<file path="config.mk">
export PLATFORM = sky130hd
export DESIGN_NAME = sau_top
export DESIGN_NICKNAME = d
export VERILOG_FILES = /design/src/hw/sau_pkg.sv /design/src/hw/sau_addr_calc.sv /design/src/hw/sau_bus_cycle.sv /design/src/hw/sau_top.sv
export SDC_FILE = /design/constraint.sdc
export NUM_CORES = 1
export LEC_CHECK = 0
export ABC_AREA = 1
export BUFFER_PORTS_ARGS = -buffer_cell sky130_fd_sc_hd__buf_2
export CAP_MARGIN = 20
export CORE_ASPECT_RATIO = 0.75
export CORE_MARGIN = 2
export CORE_UTILIZATION = 60
export DETAILED_ROUTE_END_ITERATION = 10
export PLACE_DENSITY = 0.79
export SYNTH_ARGS = -nofsm -noshare
export SYNTH_HDL_FRONTEND = slang
export SYNTH_SLANG_ARGS = --single-unit
</file>
<file path="constraint.sdc">
create_clock -name pclk -period 10 [get_ports pclk]
set_clock_uncertainty 0.1 [all_clocks]
set_input_delay 2 -clock pclk [delete_from_list [all_inputs] [get_ports pclk]]
set_output_delay 2 -clock pclk [all_outputs]
set_load 0.03 [all_outputs]
</file>
<file path="src/hw/sau_pkg.sv">
// Shared constants, types and helpers for the segment address unit.
// Assumes a single 200 MHz clock and an APB register port.
package sau_pkg;

  // ----------------------------------------
  // Register offsets
  // ----------------------------------------
  localparam logic [7:0] OFF_CMD = 8'h00;
  localparam logic [7:0] OFF_ARG = 8'h04;
  localparam logic [7:0] OFF_LIM = 8'h08;
  localparam logic [7:0] OFF_STACK_POINTER = 8'h0c;
  localparam logic [7:0] OFF_STAT = 8'h10;
  localparam logic [7:0] OFF_PADDR = 8'h14;
  localparam logic [7:0] OFF_VTB = 8'h18;
  localparam logic [7:0] OFF_VTL = 8'h1c;
  localparam logic [7:0] OFF_STATUS_WORD = 8'h20;
  localparam logic [7:0] OFF_SEGB = 8'h24;
  localparam logic [7:0] OFF_DTB = 8'h28;
  localparam logic [7:0] OFF_RDATA = 8'h2c;

  // ----------------------------------------
  // Reset values and fixed figures
  // ----------------------------------------
  localparam logic [15:0] RST_STATUS_WORD = 16'hfff0;
  localparam logic [15:0] RST_VT_LIMIT = 16'h03ff;
  localparam logic [23:0] RST_VT_BASE = 24'h000000;
  localparam logic [15:0] RST_CS = 16'hf000;
  localparam logic [15:0] RST_IP = 16'hfff0;
  localparam logic [7:0] VEC_NONE = 8'h00;
  localparam logic [7:0] VEC_LIMIT = 8'h08;
  localparam logic [7:0] VEC_COPROC = 8'h09;
  localparam logic [7:0] VEC_NOT_PRESENT = 8'h0b;
  localparam logic [7:0] VEC_SEG_OVERRUN = 8'h0d;
  localparam logic [15:0] NMI_MIN_LIMIT = 16'h000f;
  localparam logic [15:0] NMI_MIN_STACK_POINTER = 16'h0005;
  localparam logic [15:0] STACK_STEP = 16'h0002;
  localparam logic [15:0] OFFSET_TOP = 16'hffff;
  localparam logic [1:0] DESC_LAST_WORD = 2'h3;
  localparam logic [1:0] DESC_BASE_LO_WORD = 2'h1;
  localparam logic [1:0] DESC_BASE_HI_WORD = 2'h2;
  localparam int DESC_PRESENT_BIT = 15;
  localparam int STAT_EXC_BIT = 4;
  localparam logic [23:0] HALT_ADDR = 24'h000002;
  localparam logic [23:0] SHUTDOWN_ADDR = 24'h000000;

  // ----------------------------------------
  // Types
  // ----------------------------------------
  typedef enum logic [3:0] {
    OP_NOP = 4'h0,
    OP_ACCESS = 4'h1,
    OP_LOAD_SEG = 4'h2,
    OP_LOAD_TABLE = 4'h3,
    OP_LOAD_STATUS = 4'h4,
    OP_INT = 4'h5,
    OP_NMI = 4'h6,
    OP_HALT = 4'h7,
    OP_COPROC = 4'h8
  } sau_op_e;

  typedef struct packed {
    logic stack;
    logic word;
    sau_op_e op;
  } sau_cmd_s;

  typedef struct packed {
    logic [23:0] addr;
    logic byte_high_enable_n;
    logic halt;
  } sau_bus_s;

  // ----------------------------------------
  // Helpers
  // ----------------------------------------
  function automatic logic [23:0] real_addr(input logic [15:0] sel, input logic [15:0] off);
    logic [19:0] sum;
    sum = 20'({sel, 4'h0} + {4'h0, off});
    real_addr = {4'h0, sum};
  endfunction

  function automatic logic vec_fits(input logic [7:0] vec, input logic [15:0] limit);
    vec_fits = ({6'h00, vec, 2'b11} <= limit);
  endfunction

  function automatic sau_bus_s mk_req(input logic [23:0] a, input logic hi_n,
                                      input logic halt);
    mk_req = '{addr: a, byte_high_enable_n: hi_n, halt: halt};
  endfunction

endpackage

</file>
<file path="src/hw/sau_addr_calc.sv">
// Address arithmetic for data, vector and descriptor accesses.
// Purely combinational; all inputs come from flops of the unit.
`timescale 1ns/1ps
module sau_addr_calc (
  input wire logic prot,
  input wire logic [15:0] sel,
  input wire logic [15:0] off,
  input wire logic [15:0] stack_pointer,
  input wire sau_pkg::sau_cmd_s cmd,
  input wire logic [23:0] seg_base,
  input wire logic [23:0] vt_base,
  input wire logic [23:0] dtb,
  input wire logic [7:0] vec,
  input wire logic [1:0] desc_word,
  output logic [23:0] data_addr,
  output logic [23:0] vec_addr,
  output logic [23:0] desc_addr,
  output logic [23:0] seg_real,
  output logic wrap
);
  logic [15:0] eff_off;

  // Pushes address the word below the stack pointer
  assign eff_off = cmd.stack ? 16'(stack_pointer - sau_pkg::STACK_STEP) : off;
  assign wrap = cmd.stack ? (stack_pointer < sau_pkg::STACK_STEP)
                          : (cmd.word & (off == sau_pkg::OFFSET_TOP));
  assign data_addr = prot ? 24'(seg_base + {8'h00, eff_off})
                          : sau_pkg::real_addr(sel, eff_off);
  assign vec_addr = 24'(vt_base + {14'h0000, vec, 2'b00});
  // Eight bytes per entry, four word reads
  assign desc_addr = 24'(dtb + {5'h00, sel[15:3], 3'b000}
                         + {21'h000000, desc_word, 1'b0});
  assign seg_real = {4'h0, sel, 4'h0};
endmodule

</file>
<file path="src/hw/sau_bus_cycle.sv">
// One local bus cycle: holds the request until the memory answers.
// Assumes mem_ready is synchronous to pclk.
`timescale 1ns/1ps
module sau_bus_cycle (
  input wire logic pclk,
  input wire logic presetn,
  input wire logic start,
  input wire sau_pkg::sau_bus_s req,
  input wire logic mem_ready,
  input wire logic [15:0] mem_rdata,
  output logic mem_valid,
  output sau_pkg::sau_bus_s mem_bus,
  output logic done,
  output logic [15:0] rdata
);
  always_ff @(posedge pclk or negedge presetn) begin
    if (!presetn) begin
      mem_valid <= 1'b0;
      mem_bus <= '0;
      done <= 1'b0;
      rdata <= 16'h0000;
    end else begin
      done <= 1'b0;
      if (start) begin
        mem_valid <= 1'b1;
        mem_bus <= req;
      end else if (mem_valid && mem_ready) begin
        mem_valid <= 1'b0;
        mem_bus <= '0;
        done <= 1'b1;
        // Halt and shutdown cycles carry no data
        if (!mem_bus.halt) begin
          rdata <= mem_rdata;
        end
      end
    end
  end
endmodule

</file>
<file path="src/hw/sau_top.sv">
// Segment address unit: real and protected mode address generation,
// vector table, descriptor fetch, halt and shutdown signalling.
// Assumes an APB master on pclk and a synchronous memory answering mem_valid.
//
// Functional notes
// - Real mode reaches one megabyte with twenty address lines and byte high.
// - Upper four address lines carry no meaning in real mode.
// - Real mode selector is segment address bits 19..4.
// - Real segments are 64K, readable, writable, executable, unchecked.
// - Word at offset FFFF or wrap past segment end raises exception.
// - First fetch after reset at FFFF0, code F000, pointer FFF0.
// - Vector table occupies 00000 to 003FF in real mode.
// - Exceptions keep prior state, except stack push and pop forms.
// - Load-table instruction sets 24-bit base and 16-bit limit.
// - Reset sets table base 000000 and limit 03FF.
// - Halt and shutdown use a halt cycle; A1 high halt, low shutdown.
// - Exception 8 or 13 with vector beyond limit enters shutdown.
// - Real stack wrap with odd stack pointer enters shutdown.
// - NMI leaves shutdown only if limit at least 000F and pointer above 5.
// - Setting protection enable via status load enters protected mode.
// - Protected mode uses all 24 address lines and byte high.
// - Unmapped address raises a restartable exception.
// - Protected address is segment base plus 16-bit offset.
// - Every protected segment load fetches its table entry itself.
// - Each table entry is eight bytes.
// - Table entry reads are locked bus operations.
// - Vectors: 8 table limit, 9 coprocessor overrun, 13 segment overrun.
// - Protection enable stays set until reset.
// - Reset loads status word FFF0, real mode.
`timescale 1ns/1ps
module sau_top (
  input wire logic pclk,
  input wire logic presetn,
  input wire logic psel,
  input wire logic penable,
  input wire logic pwrite,
  input wire logic [7:0] paddr,
  input wire logic [31:0] pwdata,
  output logic [31:0] prdata,
  output logic pready,
  output logic pslverr,
  input wire logic mem_ready,
  input wire logic [15:0] mem_rdata,
  output logic mem_valid,
  output sau_pkg::sau_bus_s mem_bus,
  output logic mem_lock
);
  // ----------------------------------------
  // Declarations
  // ----------------------------------------
  typedef enum logic [2:0] {
    ST_BOOT = 3'b000,
    ST_IDLE = 3'b001,
    ST_EXEC = 3'b010,
    ST_BUS = 3'b011,
    ST_DISSUE = 3'b100,
    ST_DWAIT = 3'b101
  } sau_state_e;

  sau_state_e state;
  sau_pkg::sau_cmd_s cmd;
  sau_pkg::sau_bus_s bus_req;
  logic [31:0] arg;
  logic [15:0] lim_arg;
  logic [15:0] stack_pointer;
  logic [15:0] machine_status_word;
  logic [15:0] vt_limit;
  logic [23:0] vt_base;
  logic [23:0] dtb;
  logic [23:0] seg_base;
  logic [23:0] desc_base;
  logic [23:0] paddr_r;
  logic seg_present;
  logic desc_present;
  logic [1:0] desc_idx;
  logic shutdown;
  logic halted;
  logic exc_valid;
  logic [7:0] exc_vec;
  logic bus_go;
  logic bus_done;
  logic [15:0] bus_rdata;
  logic prot;
  logic busy;
  logic wr_en;
  logic cmd_go;
  logic ignore;
  logic in_exec;
  logic nmi_ok;
  logic stk_fault;
  logic rd_hit;
  logic [31:0] rd_mux;
  logic ex_raise;
  logic ex_shut;
  logic ex_bus;
  logic [7:0] ex_vec;
  logic [23:0] ex_addr;
  logic [23:0] data_addr;
  logic [23:0] vec_addr;
  logic [23:0] desc_addr;
  logic [23:0] seg_real;
  logic wrap;

  // ----------------------------------------
  // APB decode
  // ----------------------------------------
  assign prot = machine_status_word[0];
  assign busy = (state != ST_IDLE);
  assign pready = 1'b1;
  assign wr_en = psel & penable & pwrite;
  assign cmd_go = wr_en & (paddr == sau_pkg::OFF_CMD) & ~busy;
  assign pslverr = psel & penable & (~rd_hit | (pwrite & (paddr == sau_pkg::OFF_CMD) & busy));

  always_comb begin
    rd_hit = 1'b1;
    rd_mux = 32'h00000000;
    unique case (paddr)
      sau_pkg::OFF_CMD: rd_mux = {26'h0000000, cmd};
      sau_pkg::OFF_ARG: rd_mux = arg;
      sau_pkg::OFF_LIM: rd_mux = {16'h0000, lim_arg};
      sau_pkg::OFF_STACK_POINTER: rd_mux = {16'h0000, stack_pointer};
      sau_pkg::OFF_STAT: rd_mux = {16'h0000, exc_vec, 3'b000, exc_valid, halted, shutdown, prot,
                                   busy};
      sau_pkg::OFF_PADDR: rd_mux = {8'h00, paddr_r};
      sau_pkg::OFF_VTB: rd_mux = {8'h00, vt_base};
      sau_pkg::OFF_VTL: rd_mux = {16'h0000, vt_limit};
      sau_pkg::OFF_STATUS_WORD: rd_mux = {16'h0000, machine_status_word};
      sau_pkg::OFF_SEGB: rd_mux = {7'h00, seg_present, seg_base};
      sau_pkg::OFF_DTB: rd_mux = {8'h00, dtb};
      sau_pkg::OFF_RDATA: rd_mux = {16'h0000, bus_rdata};
      default: rd_hit = 1'b0;
    endcase
  end

  // ----------------------------------------
  // Software-written registers
  // ----------------------------------------
  // Read data is captured in the setup phase so prdata comes from a flop
  always_ff @(posedge pclk or negedge presetn) begin
    if (!presetn) begin
      prdata <= 32'h00000000;
      arg <= 32'h00000000;
      lim_arg <= 16'h0000;
      dtb <= 24'h000000;
      cmd <= '0;
    end else begin
      if (psel && !penable) begin
        prdata <= rd_mux;
      end
      if (wr_en && paddr == sau_pkg::OFF_ARG) begin
        arg <= pwdata;
      end
      if (wr_en && paddr == sau_pkg::OFF_LIM) begin
        lim_arg <= pwdata[15:0];
      end
      if (wr_en && paddr == sau_pkg::OFF_DTB) begin
        dtb <= pwdata[23:0];
      end
      if (cmd_go) begin
        cmd <= sau_pkg::sau_cmd_s'(pwdata[5:0]);
      end
    end
  end

  // ----------------------------------------
  // Address arithmetic
  // ----------------------------------------
  sau_addr_calc u_calc (
    .prot(prot),
    .sel(arg[31:16]),
    .off(arg[15:0]),
    .stack_pointer(stack_pointer),
    .cmd(cmd),
    .seg_base(seg_base),
    .vt_base(vt_base),
    .dtb(dtb),
    .vec(arg[7:0]),
    .desc_word(desc_idx),
    .data_addr(data_addr),
    .vec_addr(vec_addr),
    .desc_addr(desc_addr),
    .seg_real(seg_real),
    .wrap(wrap)
  );

  // ----------------------------------------
  // Command outcome
  // ----------------------------------------
  // Shutdown admits only NMI; halt admits NMI and INT
  assign ignore = shutdown ? (cmd.op != sau_pkg::OP_NMI)
                           : (halted & (cmd.op != sau_pkg::OP_NMI) & (cmd.op != sau_pkg::OP_INT));
  assign in_exec = (state == ST_EXEC) & ~ignore;
  assign nmi_ok = (vt_limit >= sau_pkg::NMI_MIN_LIMIT)
                  & (stack_pointer > sau_pkg::NMI_MIN_STACK_POINTER);
  assign stk_fault = ((cmd.op == sau_pkg::OP_ACCESS) | (cmd.op == sau_pkg::OP_INT))
                     & cmd.stack & wrap & stack_pointer[0] & ~prot;

  always_comb begin
    ex_raise = 1'b0;
    ex_vec = sau_pkg::VEC_NONE;
    ex_bus = 1'b0;
    ex_addr = data_addr;
    unique case (cmd.op)
      sau_pkg::OP_ACCESS: begin
        if (wrap) begin
          ex_raise = 1'b1;
          ex_vec = sau_pkg::VEC_SEG_OVERRUN;
        end else if (prot && !seg_present) begin
          ex_raise = 1'b1;
          ex_vec = sau_pkg::VEC_NOT_PRESENT;
        end else begin
          ex_bus = 1'b1;
        end
      end
      sau_pkg::OP_INT: begin
        if (!sau_pkg::vec_fits(arg[7:0], vt_limit)) begin
          ex_raise = 1'b1;
          ex_vec = sau_pkg::VEC_LIMIT;
        end else begin
          ex_bus = 1'b1;
          ex_addr = vec_addr;
        end
      end
      sau_pkg::OP_COPROC: begin
        ex_raise = 1'b1;
        ex_vec = sau_pkg::VEC_COPROC;
      end
      default: begin
        ex_raise = 1'b0;
      end
    endcase
    ex_shut = stk_fault | (ex_raise & ~sau_pkg::vec_fits(ex_vec, vt_limit));
  end

  // ----------------------------------------
  // Sequencer and bus requests
  // ----------------------------------------
  always_ff @(posedge pclk or negedge presetn) begin
    if (!presetn) begin
      state <= ST_BOOT;
      bus_go <= 1'b0;
      bus_req <= '0;
      mem_lock <= 1'b0;
      desc_idx <= 2'h0;
    end else begin
      bus_go <= 1'b0;
      unique case (state)
        ST_BOOT: begin
          bus_go <= 1'b1;
          bus_req <= sau_pkg::mk_req(sau_pkg::real_addr(sau_pkg::RST_CS, sau_pkg::RST_IP),
                                     1'b0, 1'b0);
          state <= ST_BUS;
        end
        ST_IDLE: begin
          if (cmd_go) begin
            state <= ST_EXEC;
          end
        end
        ST_EXEC: begin
          if (ignore) begin
            state <= ST_IDLE;
          end else if (ex_shut) begin
            bus_go <= 1'b1;
            bus_req <= sau_pkg::mk_req(sau_pkg::SHUTDOWN_ADDR, 1'b1, 1'b1);
            state <= ST_BUS;
          end else if (cmd.op == sau_pkg::OP_HALT) begin
            bus_go <= 1'b1;
            bus_req <= sau_pkg::mk_req(sau_pkg::HALT_ADDR, 1'b1, 1'b1);
            state <= ST_BUS;
          end else if (cmd.op == sau_pkg::OP_LOAD_SEG && prot) begin
            desc_idx <= 2'h0;
            mem_lock <= 1'b1;
            state <= ST_DISSUE;
          end else if (ex_bus) begin
            bus_go <= 1'b1;
            // Upper lines are zero for real-mode data accesses; only twenty are meaningful
            bus_req <= sau_pkg::mk_req(ex_addr, ~(cmd.word | ex_addr[0]), 1'b0);
            state <= ST_BUS;
          end else begin
            state <= ST_IDLE;
          end
        end
        ST_BUS: begin
          if (bus_done) begin
            state <= ST_IDLE;
          end
        end
        ST_DISSUE: begin
          bus_go <= 1'b1;
          bus_req <= sau_pkg::mk_req(desc_addr, 1'b0, 1'b0);
          state <= ST_DWAIT;
        end
        ST_DWAIT: begin
          if (bus_done) begin
            if (desc_idx == sau_pkg::DESC_LAST_WORD) begin
              mem_lock <= 1'b0;
              state <= ST_IDLE;
            end else begin
              desc_idx <= 2'(desc_idx + 2'h1);
              state <= ST_DISSUE;
            end
          end
        end
        default: begin
          state <= ST_IDLE;
        end
      endcase
    end
  end

  sau_bus_cycle u_bus (
    .pclk(pclk),
    .presetn(presetn),
    .start(bus_go),
    .req(bus_req),
    .mem_ready(mem_ready),
    .mem_rdata(mem_rdata),
    .mem_valid(mem_valid),
    .mem_bus(mem_bus),
    .done(bus_done),
    .rdata(bus_rdata)
  );

  // ----------------------------------------
  // Mode and vector table
  // ----------------------------------------
  always_ff @(posedge pclk or negedge presetn) begin
    if (!presetn) begin
      machine_status_word <= sau_pkg::RST_STATUS_WORD;
      vt_base <= sau_pkg::RST_VT_BASE;
      vt_limit <= sau_pkg::RST_VT_LIMIT;
    end else if (in_exec) begin
      if (cmd.op == sau_pkg::OP_LOAD_STATUS) begin
        // Enable bit is sticky: software may set but never clear it
        machine_status_word <= arg[15:0] | {15'h0000, machine_status_word[0]};
      end
      if (cmd.op == sau_pkg::OP_LOAD_TABLE) begin
        vt_base <= arg[23:0];
        vt_limit <= lim_arg;
      end
    end
  end

  // ----------------------------------------
  // Segment base
  // ----------------------------------------
  always_ff @(posedge pclk or negedge presetn) begin
    if (!presetn) begin
      seg_base <= 24'h000000;
      seg_present <= 1'b1;
      desc_base <= 24'h000000;
      desc_present <= 1'b0;
    end else begin
      if (in_exec && cmd.op == sau_pkg::OP_LOAD_SEG && !prot) begin
        seg_base <= seg_real;
        seg_present <= 1'b1;
      end
      if (state == ST_DWAIT && bus_done) begin
        if (desc_idx == sau_pkg::DESC_BASE_LO_WORD) begin
          desc_base[15:0] <= bus_rdata;
        end
        if (desc_idx == sau_pkg::DESC_BASE_HI_WORD) begin
          desc_base[23:16] <= bus_rdata[7:0];
          desc_present <= bus_rdata[sau_pkg::DESC_PRESENT_BIT];
        end
        // Commit only after the whole entry is read
        if (desc_idx == sau_pkg::DESC_LAST_WORD) begin
          seg_base <= desc_base;
          seg_present <= desc_present;
        end
      end
    end
  end

  // ----------------------------------------
  // Status, stack pointer, last address
  // ----------------------------------------
  always_ff @(posedge pclk or negedge presetn) begin
    if (!presetn) begin
      shutdown <= 1'b0;
      halted <= 1'b0;
      exc_valid <= 1'b0;
      exc_vec <= sau_pkg::VEC_NONE;
      paddr_r <= 24'h000000;
      stack_pointer <= 16'h0000;
    end else begin
      if (in_exec && ex_shut) begin
        shutdown <= 1'b1;
      end else if (in_exec && cmd.op == sau_pkg::OP_NMI && nmi_ok) begin
        shutdown <= 1'b0;
      end
      if (in_exec && cmd.op == sau_pkg::OP_HALT) begin
        halted <= 1'b1;
      end else if (in_exec && (cmd.op == sau_pkg::OP_NMI || cmd.op == sau_pkg::OP_INT)) begin
        halted <= 1'b0;
      end
      // A new exception wins over a clear in the same cycle
      if (in_exec && ex_raise && !ex_shut) begin
        exc_valid <= 1'b1;
        exc_vec <= ex_vec;
      end else if (wr_en && paddr == sau_pkg::OFF_STAT && pwdata[sau_pkg::STAT_EXC_BIT]) begin
        exc_valid <= 1'b0;
      end
      // Every issued cycle, boot, halt and shutdown too; faults that do not shut down issue none
      if (bus_go) begin
        paddr_r <= bus_req.addr;
      end
      if (wr_en && paddr == sau_pkg::OFF_STACK_POINTER && !busy) begin
        stack_pointer <= pwdata[15:0];
      end else if (in_exec && cmd.stack && !ex_shut
                   && (cmd.op == sau_pkg::OP_ACCESS || cmd.op == sau_pkg::OP_INT)) begin
        // Pushes move the pointer even when they raise an exception, but not when they enter shutdown
        stack_pointer <= 16'(stack_pointer - sau_pkg::STACK_STEP);
      end
    end
  end

endmodule

</file>
### Word level (Yosys, flattened, before mapping)

Index checks and enable logic that the tools add are counted.

| operators by class | value |
|---|---|
| add/subtract/negate cells | 7 |
| magnitude comparators | 5 |
| eq/ne operators | 42 |
| muxes and demuxes | 76 |
| bitwise logic cells | 30 |
| reduce and logical (&&, ||, !) cells | 51 |

Operator list:

| kind | number |
|---|---|
| one-hot mux 32 bit (12 select lines) | 1 |
| 2-to-1 mux 26 bit | 7 |
| 2-to-1 mux 24 bit | 6 |
| one-hot mux 26 bit (3 select lines) | 1 |
| adder 24 x 16 -> 24 bit | 2 |
| 2-to-1 mux 16 bit | 3 |
| 2-to-1 mux 1 bit | 33 |
| equality test 8 x 5 -> 1 bit, second input constant | 4 |
| equality test 8 x 6 -> 1 bit, second input constant | 4 |
| less-or-equal comparator 10 x 16 -> 1 bit | 2 |
| adder 24 x 10 -> 24 bit | 1 |
| adder 24 x 3 -> 24 bit | 1 |
| logical AND 1 bit | 24 |
| 2-to-1 mux 3 bit | 8 |
| adder 20 x 16 -> 20 bit | 1 |
| one-hot mux 3 bit (6 select lines) | 1 |
| bitwise AND 1 bit | 17 |
| equality test 16 bit, second input constant | 1 |
| equality test 4 x 3 -> 1 bit, second input constant | 4 |
| equality test 8 x 4 -> 1 bit, second input constant | 2 |
| greater-or-equal comparator 16 x 4 -> 1 bit, second input constant | 1 |
| > comparator 16 x 3 -> 1 bit, second input constant | 1 |
| less-than comparator 16 x 2 -> 1 bit, second input constant | 1 |
| inequality test 4 x 3 -> 1 bit, second input constant | 4 |
| 35 further kinds | 81 |

| word-level totals | value |
|---|---|
| bits in registers | 344 |
| bits of input ports | 62 |
| output and inout port bits | 62 |
| logic and storage cells | 245 |

### Longest topological paths before layout

Gate-level depths: netlist (run 1).

| logic depth | value |
|---|---|
| depth after elaboration | 14 |
| depth in mapped cells | 25 |
| depth with buffers taken out | 25 |

### By module

Synthesis (run 1) repeated with hierarchy kept, for this count alone.

| unflattened totals | value |
|---|---|
| cell total of the unflattened synthesis | 3007 |
| area total of the unflattened synthesis | 21551.9 um2 |

By module, submodules not included:

| module | times used | cells each | area an instance (um2) | sequential area each (um2) |
|---|---|---|---|---|
| sau_top | 1 | 1921 | 15036.9 | 7435.9 |
| sau_addr_calc | 1 | 898 | 4743.3 | 0.0 |
| sau_bus_cycle | 1 | 188 | 1771.7 | 1101.1 |

### Worst setup path after synthesis (run 1)

OpenSTA, ideal clock, no wires.

| timing path | value |
|---|---|
| path kind | in2out |
| start point | in paddr[0] |
| end point | out pslverr |
| data arrival time | 3.480 ns |
| required time | 7.900 ns |
| path slack | 4.420 ns |
| stages | 7 |
| path buffers | 0 |
| cell sequence | inv_1 nand2_1 nor3_1 nand2_1 inv_1 nand2_1 o21ai_0 |

| between the ends | value |
|---|---|
| cells in the longest elaborated chain, start to end | 6 |
| elaborated cells between the ends (all ways) | 19 |
| classes of those cells | eq/ne: 11; mux: 1; bitwise: 5; reduce/logical: 2 |

Ends and longest elaborated chain:

| item | RTL line | source |
|---|---|---|
| start, declared | sau_top.sv:37 | `input wire logic [7:0] paddr,` |
| equality test 8 x 3 -> 1 bit, or another cell as far along | sau_top.sv:117 | `unique case (paddr)` |
| OR reduction 12 bit (no line) | - |  |
| 2-to-1 mux 1 bit | sau_top.sv:117 |  |
| NOT 1 bit | sau_top.sv:112 | `assign pslverr = psel & penable & (~rd_hit \| (pwrite & (paddr == sau_pkg::OFF_CMD) & busy));` |
| OR 1 bit * | sau_top.sv:112 |  |
| bitwise AND 1 bit * | sau_top.sv:112 |  |
| end, declared | sau_top.sv:41 | `output logic pslverr,` |

Mark *: on every way between the ends. The rest lies on a longest branch, timed or not.

### Worst setup path in the final report (run 1)

| timing path | value |
|---|---|
| start point | in paddr[7] |
| end point | out pslverr |

Same word-level chain as after synthesis.

==> flow_summary.toml, run 1 <==
[pwr]
p_per_area_mw_per_mm2 = 165
vdd_drop_max_v = 0.000343
p_leak_uw = 0.0118

[sta]
relSlewSlack_pct = 32.0
period_needed_ps = 6720
fmax_mhz = 149
holdWs_ps = 376
worst_pin_slew_ps = 1020
fin_crit_sh_pct = 67.2
slew_viol_final = 0
setup_viol = 0
rsz0062_at_grt = "false"
hold_viol_final = 0
setup_tns_ps = 0

[setup_path]
cp.arrival_ps = 4620
crit_type = "primary input to primary output"
crit_path_end_kind = "primary output"
path_max_fanout = 45
critical_path.slowest_cell = "nor2_4"
crit_chain = "buf_2 > nor2_1 > nand2_1 > nor2_4 > nand2_1 > nand4_1 > a31oi_1 > nand4_1 > o21ai_0 > buf_2"
critical_path_required_ps = 7900
ff2ff_path_depth = 16
slowest_delay_ps = 740
start_kind = "primary input"

[min_path]
hold_path_class = "register to register"
min_path_cells = 2

[routing]
highest_layer = "met4"
avgRoutedWirePerCell_um = 22.5
drt-total-wl_um = 79900
wl_met1_um = 31600
ant_nets = 0
via_per_inst = 6.11
via_count = 21600
drt_first_pass_iters = 7
wl_met2_um = 32300
wl_met3_um = 10700
drc = 0
drtIter0Drc = 3484

[outcome]
status = "completed"

[place]
place_hpwl_um = 61000
gp_congestion = 1.10
portBuffers = 122

[cts]
cts_tree = "done"
ctsLongestPathBuffers = 3
cts.clk_slew.worst_paths_ps = 60
cts_resized = 0
cts_setup_buffers = 0
cts-root-buf = "clkbuf_16"
ctsHoldBuffers = 0
cts_made_buffers = 37
clock-sinks = 340
htreeDepth = 2
clk-insertion-delay-late_ps = 550

[die]
die_width_um = 220
placementRows = 59
boundaryPins = 124
die_area_sq_mm = 0.0364
start_util_pct = 60.6
core-area_sq_mm = 0.0345
die_h_um = 166

[logic_synthesis]
synth_top_flop_cell = "dfrtp_1"
synth.area.top_cells = "dfrtp_1, nand2_1, inv_1"
synth_edf_count = 0
avgSynthCellArea_sq_um = 7.03
synth.distinct_cells = 57
async_reset_ff_share_pct = 100
ys_seq_elements = 340
yosysSeqAreaShare_pct = 40.8
ys_warn_count = 0
synth_top_cell_area_share_pct = 37.9
synth_area_sq_mm = 0.0209
synth.net_count = 3109
synthTopCellsByCount = "nand2_1, inv_1, dfrtp_1"
synthCells = 2976
yosys.area.top_type = "dfrtp_1"
synth_most_common_cell = "nand2_1"

[global_routing]
track_usage_pct = 44.0
grt_max_degree = 163
grt-ovfl-total = 0
antenna_found_initial = 0
grt_pass1_wl_um = 120000
grt_pass1_vias = 20000

[finish]
syn_to_final_growth_pct = 11.3
final_layout_size_suffix_gt1_share_pct = 9.08
finalNetCount = 3188

[run]
drv_cap = 0
-- worst max-delay path: cells and delay by family --
family                 cells  cell delay (ps)
AND/OR/NAND/NOR            6             2130
buffers and inverters      2              310
AO/OA/AOI/OAI              2              160
-- routing by layer --
layer,global-route usage (%),vias up
li1,-,9786
met1,61.2,10000
met2,61.7,1522
met3,13.6,287
met4,22.8,0
met5,0,-
-- logic make-up (layout without fill, tap and decap cells) --
group / after synthesis / count (layout) / synth area share, %
buffers and inverters: 496 / 603 / 9.25
xor gates and xnor gates: 25 / 25 / 1.05
DFF: 340 / 340 / 40.8
AOI/OAI and AO/OA: 540 / 540 / 14.4
other: 1 / 3 / 0.0179
muxes: 12 / 12 / 0.592
and+or+nand+nor: 1491 / 1491 / 29.5
adders and majority gates: 71 / 71 / 4.39
-- per-stage QoR --
stage	setup WS (ps)	std cells	power [uW]	util (%)	area [sq um]
floorplan	4420	2976	2050	-	20900
global placement	2870	3468	2290	63.1	21800
detailed placement	3470	3469	2310	63.2	21800
CTS	3430	3536	3830	67.1	23200
global route	3090	3540	3980	67.4	23300
finish	3280	3542	3840	67.4	23300
-- area by class of cell --
cell class | count | area [sq um]
timing repair buffer | 141 | 848
antenna | 2 | 5.00
tap | 457 | 572
multi-input combinational | 2140 | 10500
fill | 3002 | 11300
clock inverter | 19 | 275
inverter | 395 | 1490
sequential | 340 | 8540
clock buffer | 48 | 1080
-- worst paths after layout --
path                            start               end  slack [ps]
hold reg to reg            prdata[24]        prdata[24]         380
min in group asynchronous     presetn        prdata[29]        1350
hold / removal             prdata[24]        prdata[24]         380
setup reg to reg               cmd[1]        bus_req[7]        5220
max in group asynchronous     presetn  u_bus.mem_bus[1]        6860
setup / recovery             paddr[7]           pslverr        3280
-- report_power, final --
group | total [uW] | internal (uW) | switching, uW | leakage (uW)
logic | 706 | 173 | 533 | 0.00669
registers | 1610 | 1530 | 77.2 | 0.00441
clock network | 1530 | 922 | 610 | 0.000663
total | 3840 | 2620 | 1220 | 0.0118
-- cell usage in the layout, fill, tap and decap left out, types with 25 or more instances in the layout --
master     Yosys  layout
nor2_1       277     276
nand3_1      216     215
ha_1          67      67
nor3_1        26      25
nand4_1       29      29
inv_1        380     380
clkbuf_16      0      38
o21ai_0      255     255
dfrtp_1      317     317
o21ai_1       26      26
a21oi_1      135     135
buf_2         15     121
nand2_1      892     891
o22ai_1       43      43
-- flip-flops by register name (all words and copies together) (netlist names), 2 cells and up --
name,flops
arg,32
bus_req,26
cmd,6
desc_base,24
desc_idx,2
dtb,24
exc_vec,4
lim_arg,16
machine_status_word,16
paddr_r,24
prdata,32
seg_base,24
stack_pointer,16
state,3
u_bus.mem_bus,26
u_bus.rdata,16
vt_base,24
vt_limit,16
(Power assumes the default switching activity.)
==> inputs of run 2 (changes only) <==
Settings changed: ABC_AREA 1 to 0.
Clock period 10 ns to 7.05 ns, I/O delays scaled along.
==> flow_summary.toml, run 2 <==
[sta]
rsz0062_at_grt = "false"
hold_viol_final = 0
fin_crit_sh_pct = 77.0
relSlewSlack_pct = 16.9
fmax_mhz = 184
slew_viol_final = 0
setup_viol = 0
period_needed_ps = 5430
worst_pin_slew_ps = 1240
setup_tns_ps = 0

[logic_synthesis]
synth_top_flop_cell = "dfrtp_1"
synthCells = 1773
synth.distinct_cells = 72
synthSimpleGateAreaFrac_pct = 12.2
synth-adder-area-share_pct = 4.97
synth_most_common_cell = "dfrtp_1"
synth.net_count = 1906
synth.area.top_cells = "dfrtp_1, mux2_2, ha_1"
ys_seq_elements = 340
synth_mux_area_share_pct = 12.8
synth_compound_area_share_pct = 16.6
synthTopCellsByCount = "dfrtp_1, mux2_2, nand2_1"
synth_area_sq_mm = 0.0185
synth_xor_area_share_pct = 4.69
async_reset_ff_share_pct = 100
synth_top_family_by_area = "compound AO/OA/AOI/OAI gates"
synth_top_cell_area_share_pct = 42.9
avgSynthCellArea_sq_um = 10.4
yosys.area.top_type = "dfrtp_1"
yosysSeqAreaShare_pct = 46.2
ys_warn_count = 0
synth_edf_count = 0

[routing]
via_per_inst = 6.68
drt_first_pass_iters = 8
drc = 0
via_count = 15300
drtIter0Drc = 1765
ant_nets = 0
avgRoutedWirePerCell_um = 26.5
drt-total-wl_um = 60800

[place]
placed_area_sq_mm = 0.0196
gp_congestion = 1.01
place_hpwl_um = 44200
portBuffers = 122

[cts]
cts_made_buffers = 34
htreeDepth = 2
ctsHoldBuffers = 0
cts_tree = "done"
ctsLongestPathBuffers = 3
clk-insertion-delay-late_ps = 540
cts.clk_slew.worst_paths_ps = 70
clock-sinks = 340
cts_resized = 0
cts-root-buf = "clkbuf_16"
cts_setup_buffers = 0

[setup_path]
cp.arrival_ps = 5720
path_max_fanout = 36
crit_type = "register to register"
crit_path_end_kind = "register"
start_kind = "register"
critical_path_required_ps = 7340

[die]
placementRows = 55
die_area_sq_mm = 0.0322
die_width_um = 207
die_h_um = 156
start_util_pct = 61.2
boundaryPins = 124
core-area_sq_mm = 0.0302

[finish]
multi_input_area_sq_mm = 0.00956
final_cell_mix = "dfrtp_1, mux2_2, nand2_1"
final_common_cell = "dfrtp_1"
fill_cells = 2340
reg_top3 = "arg (32), prdata (32)"
syn_to_final_growth_pct = 12.1
finalNetCount = 2005
diodes = 0
final_area_sq_mm = 0.0207
final_layout_size_suffix_gt1_share_pct = 23.4
regArea_sq_mm = 0.00854

[pwr]
p_leak_uw = 0.00975
p_per_area_mw_per_mm2 = 215
vdd_drop_max_v = 0.000201

[outcome]
status = "completed"

[global_routing]
track_usage_pct = 38.3
grt_pass1_wl_um = 91000
grt_pass1_vias = 15000
grt_max_degree = 157
grt-ovfl-total = 0
antenna_found_initial = 0

[run]
drv_cap = 0

[min_path]
hold_path_class = "register to register"
[run 2: changes by cell type in the layout (fill, tap and decap cells not counted), sizes merged, moves of 45 or more]
cell   before  now
nand2     900  154
inv       394   33
o21ai     281   75
mux2        3  191
nand3     218   38
nor2      284  147
a22oi       0   52
a21oi     137   89
a22o        0   45
xnor2       7   52
[run 2: final timing paths]
kind                                   startpoint           endpoint  slack, ps  depth (start not counted)
setup / recovery           machine_status_word[0]        bus_req[15]       1620                         17
hold / removal                         prdata[29]         prdata[29]        360                          2
setup reg to reg           machine_status_word[0]        bus_req[15]       1620                         17
hold reg to reg                        prdata[29]         prdata[29]        360                          2
max in group asynchronous                 presetn         lim_arg[4]       4490                          2
min in group asynchronous                 presetn  u_bus.mem_bus[13]        800                          1
[run 2: routing by layer]
| layer | up-vias | share of wire [%] | global-route usage, % |
|---|---|---|---|
| li1 | 6711 | - | - |
| met2 | 857 | 43 | 56.1 |
| met5 | - | 0 | 0 |
| met1 | 7594 | 41 | 53.1 |
| met3 | 166 | 11 | 9.42 |
| met4 | 0 | 5.3 | 19.4 |
[run 2: worst max-delay path, cell delays in order, from the launching register on]
cell and delay, ps:
dfrtp_1 990, inv_1 530, nor2_1 270, nor2_1 70
a2111o_1 510, nand2_1 90, a21oi_1 90, nor2_1 120
ha_1 250, o21a_1 110, o21ai_0 300, a21oi_4 90
or2_1 350, o41ai_2 320, buf_4 260, clkinv_2 430
nor2_1 280, a31oi_1 80
[run 2: power by group]
part / internal (uW) / switching, uW
logic: 148 / 246
clock network: 1050 / 797
registers: 2060 / 153
[run 2: cells by family (layout without fill, tap and decap cells)]
kind of cell / count (synthesis) / count (layout)
AO/OA/AOI/OAI: 444 / 444
XOR/XNOR: 99 / 99
adder cells (fa/ha/maj): 71 / 71
buffers and inverters: 121 / 245
flip-flops: 340 / 340
multiplexers: 213 / 213
other: 1 / 1
AND/OR/NAND/NOR: 484 / 484
[run 2: final cells by class]
| type | instances | share of cell area, % |
|---|---|---|
| multi-input combinational | 1312 | 46.1 |
| sequential | 340 | 41.2 |
| clock buffer | 55 | 5.02 |
| timing repair buffer | 152 | 4.33 |
| tap | 399 | 2.41 |
| inverter | 32 | 0.586 |
| clock inverter | 6 | 0.326 |
[run 2: per-stage QoR]
| step | setup WS [ps] | total power, uW | instances | utilization [%] | hold slack (ps) |
|---|---|---|---|---|---|
| 2_1_floorplan | 2570 | 2420 | 1773 | - | 340 |
| 3_3_place_gp | 1940 | 2620 | 2232 | 64.7 | 345 |
| 3_5_place_dp | 1770 | 2640 | 2234 | 64.9 | 355 |
| 4_1_cts | 1740 | 4460 | 2295 | 68.5 | 369 |
| 5_1_grt | 1200 | 4590 | 2296 | 68.6 | 397 |
| 6_report | 1620 | 4460 | 2296 | 68.6 | 362 |
